==> src/rtl/cums_map.vh <==
// Register map and timing constants of the smart-card UART mixed status register.
// Included by the status block; holds definitions only.
`ifndef CUMS_MAP_VH
`define CUMS_MAP_VH
`define CUMS_ADDR_W           4
`define CUMS_MIXED_STATUS_OFF 4'hc
`define CUMS_BIT_CLOCK_SWITCH_DONE_DONE   7
`define CUMS_BIT_RX_EMPTY     6
`define CUMS_BIT_BGUARD       5
`define CUMS_BIT_CARD_PRES    2
`define CUMS_BIT_BUF_READY    0
`define CUMS_RST_RX_EMPTY     1'b1
`define CUMS_RST_BGUARD       1'b0
`define CUMS_BGT_T1_ETU       5'h16
`define CUMS_BGT_T0_ETU       5'h10
`endif

==> src/rtl/cums_status.v <==
// Mixed status register of a smart-card UART, read-only over classic Wishbone.
// Assumes the UART core supplies one-cycle event pulses and an ETU enable on clk_i.
// Behaviour
// - Clock switch done sets after switch to half clock, clears after switch back.
// - Clock switch done clears at reset and while UART reset control asserted.
// - FIFO empty flag is high while receive FIFO holds no character.
// - In T=1, 22 ETU counter restarts on start bit, sets guard flag.
// - In T=0, 16 ETU counter restarts on start bit, sets guard flag.
// - Bit 2 reads one while a card is present.
// - Buffer ready flag sets on change from reception to transmission.
// - Buffer ready flag sets after each sent character, except clean with last-char.
// - Buffer ready flag clears on reset, tx write, rx read, tx-to-rx change.
//
// Decided for this implementation: the Wishbone slave port.
`timescale 1ns/100ps
`include "cums_map.vh"
module cums_status (
  input  wire        clk_i,
  input  wire        rst_i,
  input  wire        wb_cyc_i,
  input  wire        wb_stb_i,
  input  wire        wb_we_i,
  input  wire [3:0]  wb_adr_i,
  input  wire [7:0]  wb_dat_i,
  input  wire        wb_sel_i,
  output reg  [7:0]  wb_dat_o,
  output reg         wb_ack_o,
  output reg         wb_err_o,
  input  wire        uart_reset_control_i,
  input  wire        clk_switch_half_done_i,
  input  wire        clk_switch_xtal_done_i,
  input  wire [3:0]  rx_fifo_level_i,
  input  wire        protocol_t1_i,
  input  wire        etu_tick_i,
  input  wire        start_bit_i,
  input  wire        card_present_i,
  input  wire        tx_mode_i,
  input  wire        char_sent_i,
  input  wire        char_sent_parity_ok_i,
  input  wire        last_char_control_i,
  input  wire        tx_holding_reg_write_i,
  input  wire        rx_holding_reg_read_i,
  output reg         clock_switch_done_o,
  output reg         block_guard_elapsed_o
);
  reg        clock_switch_done;
  reg        rx_fifo_empty;
  reg        block_guard_elapsed;
  reg        card_sync1;
  reg        card_present;
  reg        buffer_ready_flag;
  reg        tx_mode_d;
  reg        bgt_running;
  reg  [4:0] bgt_count;
  reg        next_clock_switch_done;
  reg        next_buffer_ready_flag;
  reg        next_bgt_running;
  reg  [4:0] next_bgt_count;
  reg        next_block_guard_elapsed;
  reg        hit;
  reg  [7:0] status_word;
  wire [4:0] bgt_limit;
  wire [4:0] bgt_count_inc;
  wire       bgt_done;
  wire       tx_enter;
  wire       tx_leave;
  wire       buf_set;
  wire       buf_clear;
  wire       sw_rst;
  wire       req;

  assign sw_rst        = rst_i | uart_reset_control_i;
  assign bgt_limit     = protocol_t1_i ? `CUMS_BGT_T1_ETU : `CUMS_BGT_T0_ETU;
  assign bgt_count_inc = bgt_count + 5'h01;
  assign bgt_done      = bgt_running & etu_tick_i & (bgt_count_inc >= bgt_limit);
  assign req           = wb_cyc_i & wb_stb_i & ~wb_ack_o & ~wb_err_o;
  assign tx_enter      = tx_mode_i & ~tx_mode_d;
  assign tx_leave      = ~tx_mode_i & tx_mode_d;
  assign buf_set       = tx_enter |
                         (char_sent_i & ~(char_sent_parity_ok_i & last_char_control_i));
  assign buf_clear     = tx_holding_reg_write_i | rx_holding_reg_read_i | tx_leave;

  // Only a read of the status offset is answered with ack; the rest get err
  always @* begin
    hit = 1'b0;
    if (wb_we_i) begin
      hit = 1'b0;
    end else if (wb_adr_i == `CUMS_MIXED_STATUS_OFF) begin
      hit = 1'b1;
    end else begin
      hit = 1'b0;
    end
  end

  // Spare bits stay zero
  always @* begin
    status_word                       = 8'h00;
    status_word[`CUMS_BIT_CLOCK_SWITCH_DONE_DONE] = clock_switch_done;
    status_word[`CUMS_BIT_RX_EMPTY]   = rx_fifo_empty;
    status_word[`CUMS_BIT_BGUARD]     = block_guard_elapsed;
    status_word[`CUMS_BIT_CARD_PRES]  = card_present;
    status_word[`CUMS_BIT_BUF_READY]  = buffer_ready_flag;
  end

  // A half-clock completion wins if both completions arrive together
  always @* begin
    next_clock_switch_done = clock_switch_done;
    if (clk_switch_half_done_i) begin
      next_clock_switch_done = 1'b1;
    end else if (clk_switch_xtal_done_i) begin
      next_clock_switch_done = 1'b0;
    end
  end

  always @(posedge clk_i) begin
    if (sw_rst) begin
      clock_switch_done <= 1'b0;
    end else begin
      clock_switch_done <= next_clock_switch_done;
    end
  end

  always @(posedge clk_i) begin
    if (sw_rst) begin
      rx_fifo_empty <= `CUMS_RST_RX_EMPTY;
    end else begin
      rx_fifo_empty <= (rx_fifo_level_i == 4'h0);
    end
  end

  // Guard counter: restarts on each start bit, flag sets once count completes
  always @* begin
    next_bgt_running         = bgt_running;
    next_bgt_count           = bgt_count;
    next_block_guard_elapsed = block_guard_elapsed;
    if (start_bit_i) begin
      next_bgt_running         = 1'b1;
      next_bgt_count           = 5'h00;
      next_block_guard_elapsed = 1'b0;
    end else if (bgt_running && etu_tick_i) begin
      next_bgt_count = bgt_count_inc;
      if (bgt_done) begin
        next_bgt_running         = 1'b0;
        next_block_guard_elapsed = 1'b1;
      end
    end
  end

  always @(posedge clk_i) begin
    if (sw_rst) begin
      bgt_running         <= 1'b0;
      bgt_count           <= 5'h00;
      block_guard_elapsed <= `CUMS_RST_BGUARD;
    end else begin
      bgt_running         <= next_bgt_running;
      bgt_count           <= next_bgt_count;
      block_guard_elapsed <= next_block_guard_elapsed;
    end
  end

  always @(posedge clk_i) begin
    if (rst_i) begin
      card_sync1   <= 1'b0;
      card_present <= 1'b0;
    end else begin
      card_sync1   <= card_present_i;
      card_present <= card_sync1;
    end
  end

  // Set wins over clear when both land in one cycle
  always @* begin
    next_buffer_ready_flag = buffer_ready_flag;
    if (buf_set) begin
      next_buffer_ready_flag = 1'b1;
    end else if (buf_clear) begin
      next_buffer_ready_flag = 1'b0;
    end
  end

  always @(posedge clk_i) begin
    if (sw_rst) begin
      tx_mode_d         <= 1'b0;
      buffer_ready_flag <= 1'b0;
    end else begin
      tx_mode_d         <= tx_mode_i;
      buffer_ready_flag <= next_buffer_ready_flag;
    end
  end

  // Bus slave: one registered ack a cycle after the request, writes and unmapped addresses answer err
  always @(posedge clk_i) begin
    if (rst_i) begin
      wb_ack_o <= 1'b0;
      wb_err_o <= 1'b0;
      wb_dat_o <= 8'h00;
    end else begin
      wb_ack_o <= req & hit;
      wb_err_o <= req & ~hit;
      if (req & hit) begin
        wb_dat_o <= status_word;
      end else begin
        wb_dat_o <= 8'h00;
      end
    end
  end

  always @(posedge clk_i) begin
    if (rst_i) begin
      clock_switch_done_o   <= 1'b0;
      block_guard_elapsed_o <= 1'b0;
    end else begin
      clock_switch_done_o   <= clock_switch_done;
      block_guard_elapsed_o <= block_guard_elapsed;
    end
  end
endmodule

==> config.mk <==
export PLATFORM = sky130hd
export DESIGN_NAME = cums_status
export DESIGN_NICKNAME = d
export VERILOG_FILES = /design/src/rtl/cums_status.v
export VERILOG_INCLUDE_DIRS = /design/src /design/src/rtl
export SDC_FILE = /design/constraint.sdc
export NUM_CORES = 1
export LEC_CHECK = 0
export ABC_AREA = 1
export BUFFER_PORTS_ARGS = -buffer_cell sky130_fd_sc_hd__buf_2
export CAP_MARGIN = 20
export CORE_MARGIN = 2
export CORE_UTILIZATION = 45
export DETAILED_ROUTE_END_ITERATION = 10
export HOLD_SLACK_MARGIN = 0.02
export PLACE_DENSITY = 0.91
export SLEW_MARGIN = 20
export SYNTH_ARGS = -nofsm -noshare
export SYNTH_HDL_FRONTEND = slang
export SYNTH_SLANG_ARGS = --single-unit
export TNS_END_PERCENT = 1
==> constraint.sdc <==
create_clock -name clk_i -period 3.3 [get_ports clk_i]
set_clock_uncertainty 0.1 [all_clocks]
set_input_delay 0.33 -clock clk_i [delete_from_list [all_inputs] [get_ports clk_i]]
set_output_delay 0.33 -clock clk_i [all_outputs]
set_load 0.05 [all_outputs]
==> impl_results.md, run 1 <==
- Area share of the largest cell type after synthesis: 49.0%
- Register bit total from synthesis: 22
- Status: finished, final reports clean
- Mean routed wirelength per cell: 9.11 um
- Worst path bufs/invs: 0
- CTS H-tree lvls: 1
- Min Tclk post-route: 1790 ps
- Post-CTS sizing: 0
- Final period util: 54.4%
- Most frequent cell after synthesis: dfxtp_1
- Hold crit path type: in2reg
- CTS Hold Bufs: 0
- RSZ-0062 raised after global routing: no
- Req. time, crit path: 3430 ps
- First-pass GRT wire length: 2630 um
- Synthesized cell area: 898 um2
- YS warnings: 0
- Final worst setup slack: 1510 ps
- Finished Core Util: 58.5%
- Distinct cell type count after synthesis: 25
- Switching pwr: 104 uW
- Area leader, netlist: dfxtp_1
- Setup bufs post-CTS: 0
- Num CTS Buffers: 3
- Post-synth ARST share: 0%
- Seq pwr share: 59.4%
- Vert. Die Dim: 48.7 um
- Critical path's largest stage delay: 440 ps
- Final GP Congestion: 0.755
- Sequential share of the synthesized area: 49.0%
- Residual DRC count: 0
- Area grow syn2layout: 25.1%
- Hold Vio Cnt, Final: 0
- Synth cell count leaders: dfxtp_1, nor2_1, inv_1, nand2_1, nand2_2
- Hold slack: 122 ps
- Number of enable flip-flop cells after synthesis: 0
- Crit path kind: reg2reg
- Crit end category: flop
- Initial Utilization: 46.7%
- Slowest CP cell: dfxtp_1
- Area of the core: 1920 um2
- Fmax: 557 MHz
- Critical path arrival: 1920 ps
- Rows: 16
- Leakage power: 0.593 nW
- GRT Util Overall: 13.9%
- Initial antenna violation count: 0
- Gr ovfl total: 0
- Mapped Cells: 109
- Worst vdd ir: 0.282 mV
- Input/output buffers: 34
- DP HPWL: 1310 um
- Logic pwr share: 10.3%
- PwrDens: 410 nW/um2
- Fillers: 191
- Pint: 357 uW
- Clk sinks: 22
- CP Cell Sequence: ha_1 > xor2_1 > ha_1 > a21oi_1 > nand2_1 > nand2_2 > nand2_2 > a21oi_2
- Sw Share: 22.6%
- Routed Antenna Nets: 0
- Vias: 776
- Io pins: 47
- Clk_lat worst skew: 290 ps
- Die Wd: 48.7 um
- Crit path max-delay family: adder cells
- Diode count: 0
- Total Wirelength: 1580 um
- Clk network pwr share: 30.3%
- Nets: 185
- TNS Setup: 0 ps
- CTS Buffer Depth: 2
- CTS Root Cell: clkbuf_4
- Post-placement cell area: 1090 um2
- Final instance area: 1120 um2
- TritonCTS clock tree: built
- Final number of setup-violating endpoints: 0
- Number of global-route vias before repair: 682
- Largest net degree at the start of global routing: 13
- Dominant synthesized flop cell: dfxtp_1
- 1st-iter DRT viols: 6
- Layout cells sized above 1: 34.2%
- Die area: 2370 um2
- Pre-CTS setup slack: 1540 ps
- Critical Path Fanout Max: 5
- Setup crit start kind: flop
- Drt first pass iters: 4
- Avg Inst Size Synth: 8.24 um2
- Clk slew on worst S/H paths: 110 ps
- Area contributors post-synth: dfxtp_1, nor2_1, inv_1
- Max-Cap Viols: 0
- Final slew viol count: 0
- Routed vias/inst: 4.49
==> power groups by stage <==
stage	combinational (mW)	clock, mW	sequential [mW]
global route	0.0528	0.155	0.275
floorplan	0.0271	0	0.282
global placement	0.0461	0	0.279
CTS	0.0481	0.145	0.274
finish	0.0473	0.140	0.274
detailed placement	0.0478	0	0.280
==> sequential cells by signal (all words and copies together) (netlist names) <==
register,count
rx_fifo_empty,1
card_sync1,1
block_guard_elapsed,1
wb_err_o,1
wb_dat_o,5
wb_ack_o,1
clock_switch_done_o,1
clock_switch_done,1
tx_mode_d,1
block_guard_elapsed_o,1
bgt_count,5
bgt_running,1
card_present,1
buffer_ready_flag,1
==> layout by cell type (no fill, tap or decap) <==
cell type / n
inv_1: 19
clkbuf_4: 3
o21ai_0: 2
clkbuf_8: 1
nor4_4: 1
clkinv_4: 1
nand2_2: 4
o21ai_1: 1
conb_1: 3
a21oi_1: 3
a21oi_2: 2
nor3_1: 2
inv_2: 1
o21a_1: 1
o211ai_1: 1
ha_1: 3
nand3b_1: 1
o41ai_1: 1
nor2_1: 20
nand4_1: 1
buf_2: 34
nand2_1: 13
xor2_1: 2
nand3_2: 1
nand3_1: 1
dfxtp_1: 22
nor2_2: 2
==> layer usage <==
layer / up-vias / wire length [um] / part of all wire (%) / track usage, %
li1: 400 / - / - / -
met1: 341 / 658 / 42 / 16.0
met2: 33 / 738 / 47 / 24.4
met3: 2 / 163 / 10 / 4.32
met4: 0 / 16 / 1.0 / 4.29
met5: - / 0 / 0 / 0
==> cell families after synthesis <==
logic type / Yosys count / share of synthesized area, %
flip-flops: 22 / 49.0
AO/OA/AOI/OAI: 11 / 7.94
XOR/XNOR: 2 / 1.95
other: 1 / 0.417
adder cells (fa/ha/maj): 3 / 4.18
AND/OR/NAND/NOR: 46 / 24.7
buffers and inverters: 24 / 11.8
==> cell type report <==
cell class                      count  area (um2)  share of cell area, %
Clock buffer                        4        36.3                   3.23
Inverter                           21        83.8                   7.46
Multi-Input combinational cell     65         359                   32.0
Sequential cell                    22         440                   39.2
Tap cell                           27        33.8                   3.01
Timing Repair Buffer               34         170                   15.1
==> metrics by stage <==
step	instances	power (mW)
6_report	173	0.461
5_1_grt	173	0.482
4_1_cts	173	0.467
3_5_place_dp	169	0.328
3_3_place_gp	169	0.325
2_1_floorplan	111	0.310
==> final timing paths <==
kind,from,endpoint,slack [ps],cells past startpoint
worst min-delay path,rx_fifo_level_i[2],rx_fifo_empty$_SDFF_PP1_,120,2
worst min register to register,card_sync1$_SDFF_PP0_,card_present$_SDFF_PP0_,310,2
worst max register to register,bgt_count[0]$_SDFFE_PP0P_,bgt_running$_SDFFE_PP0P_,1510,8
worst max-delay path,bgt_count[0]$_SDFFE_PP0P_,bgt_running$_SDFFE_PP0P_,1510,8
Note: power is estimated with default switching activity, not from simulation.
==> run 2: changes to the inputs <==
- ABC_AREA: 1 -> 0
- CORE_UTILIZATION: 45 -> 39
- PLACE_DENSITY: 0.91 -> 0.85
- clock period: 3.3 -> 1.6 ns (I/O delays scaled with it)
==> impl_results.md, run 2 <==
- Placed cells: 153
- Area occupied by multi-input gates: 424 um2
- Tot Pwr: 1.03 mW
- Diode count: 0
- Most frequent cell after synthesis: dfxtp_1
- CTS Root Cell: clkbuf_4
- Post-Layout Cell Count: 165
- Number of global-route vias before repair: 733
- TNS Setup: -150 ps
- Fillers: 196
- Mapped Cells: 89
- Final instance area: 1250 um2
- Nets: 176
- Io pins: 47
- Post-synth ARST share: 0%
- CTS Buffer Depth: 2
- Die Wd: 51.9 um
- Number of enable flip-flop cells after synthesis: 0
- Final worst setup slack: -150 ps
- Num CTS Buffers: 3
- Post-placement cell area: 1120 um2
- Clk sinks: 22
- Largest net degree at the start of global routing: 14
- Avg Inst Size Synth: 10.0 um2
- DP HPWL: 1360 um
- Crit path from: bgt_count[0]$_SDFFE_PP0P_
- Crit path kind: reg2reg
- Register area: 445 um2
- Hold Vio Cnt, Final: 0
- Clk slew on worst S/H paths: 130 ps
- Input/output buffers: 34
- Area grow syn2layout: 39.6%
- Min-Delay Startpoint: clk_switch_half_done_i
- YS warnings: 0
- Final number of setup-violating endpoints: 1
- Dominant synthesized flop cell: dfxtp_1
- Commonest non-fill, non-tap cell in the layout: buf_2
- Area leader, netlist: dfxtp_1
- Failing checks: negative setup slack
- Die area: 2690 um2
- Initial Utilization: 40.8%
- Gr ovfl total: 0
- Layout cells sized above 1: 40.9%
- TritonCTS clock tree: built
- Initial antenna violation count: 0
- Residual DRC count: 0
- Final GP Congestion: 0.757
- PwrDens: 829 nW/um2
- RSZ-0062 raised after global routing: yes
- Mean routed wirelength per cell: 11.0 um
- Worst vdd ir: 0.551 mV
- Vias: 770
- Sequential share of the synthesized area: 49.3%
- Distinct cell type count after synthesis: 29
- Rows: 17
- CTS H-tree lvls: 1
- 1st-iter DRT viols: 3
- Req. time, crit path: 1730 ps
- Crit end category: flop
- Leakage power: 0.576 nW
- Critical Path Fanout Max: 2
- Synth cell count leaders: dfxtp_1, nand2_1, and2_1, a21oi_1, and2b_2
- Final slew viol count: 0
- Synthesized cell area: 893 um2
- Setup crit start kind: flop
- Critical path arrival: 1880 ps
- Drt first pass iters: 3
- Fmax: 571 MHz
- Status: finished, violations left
- Routed Antenna Nets: 0
- Final period util: 109%
- Area share of the largest cell type after synthesis: 49.3%
- Reg2Reg Launch Point: bgt_count[0]$_SDFFE_PP0P_
- Area contributors post-synth: dfxtp_1, and2b_2, and2_1
- Min Tclk post-route: 1750 ps
- Vert. Die Dim: 51.9 um
- Area of the core: 2190 um2
- Most frequent cells in the layout: buf_2, dfxtp_1, dlygate4sd3_1, nand2_1, and2_1
- Total Wirelength: 1810 um
- Hold crit path type: in2reg
- GRT Util Overall: 14.9%
- Register bit total from synthesis: 22
- First-pass GRT wire length: 2930 um
- Routed vias/inst: 4.67
- Biggest regs: bgt_count x5, wb_dat_o x5
- Max-Cap Viols: 0
- Clk_lat worst skew: 320 ps
run 2: cell count changes after synthesis, sizes merged, moves of 3 or more:
cell,before,now
nor2,22,5
nand2,17,7
or3,0,3
and2,0,6
and2b,0,5
inv,20,4
run 2: worst max-delay path: stages (launching register included):
cell	delay, ps
dfxtp_4	370
ha_4	150
xor2_1	140
ha_1	270
a21boi_1	130
o311a_1	300
a31o_2	200
run 2: cells by family after synthesis:
kind of cell / synth area share (%)
and+or+nand+nor: 26.2
DFF: 49.3
AOI/OAI and AO/OA: 8.40
buffers and inverters: 5.46
xor gates and xnor gates: 4.90
adders and majority gates: 5.32
other: 0.420
run 2: layout make-up:
| cell class | count | area share [%] |
|---|---|---|
| repair buffers | 46 | 22.5 |
| well taps | 28 | 2.81 |
| inverters | 4 | 1.20 |
| clock buffers | 4 | 3.81 |
| flip-flops and latches | 22 | 35.7 |
| multi-input cells | 61 | 34.0 |
run 2: final timing paths:
path	to	slack [ps]	cells past startpoint
max reg2reg	block_guard_elapsed$_SDFFE_PP0P_	-150	6
max	block_guard_elapsed$_SDFFE_PP0P_	-150	6
min	clock_switch_done$_SDFFE_PP0P_	20	3
min reg2reg	wb_dat_o[2]$_SDFF_PP0_	340	1
run 2: through the flow:
| step | hold WS [ps] | util, % | setup WS (ps) |
|---|---|---|---|
| after global placement | 240 | 51.1 | -135 |
| after CTS | 21.1 | 56.5 | -158 |
| after detailed placement | 267 | 51.1 | -133 |
| after floorplan | 139 | - | -109 |
| final | 17.5 | 56.9 | -150 |
| after global routing | 22.2 | 56.9 | -215 |
run 2: metal layers:
metal | track usage [%] | vias to the layer above | wire length (um)
met5 | 0 | - | 0
met4 | 7.46 | 0 | 43
met3 | 4.89 | 6 | 133
met2 | 26.8 | 29 | 889
met1 | 15.3 | 344 | 741
li1 | - | 391 | -
run 2: timing repair:
action,in CTS,in global routing
gates resized for setup,1,0
endpoints found under the setup margin,2,2
buffers inserted,0,0
pin swaps,1,0
endpoints found under the hold margin,5,1
hold buffers,7,1
run 2: report_power, final:
| group | switching [mW] | internal (mW) |
|---|---|---|
| logic | 0.0555 | 0.0522 |
| clock network | 0.175 | 0.191 |
| registers | 0.00455 | 0.557 |
| total | 0.235 | 0.800 |
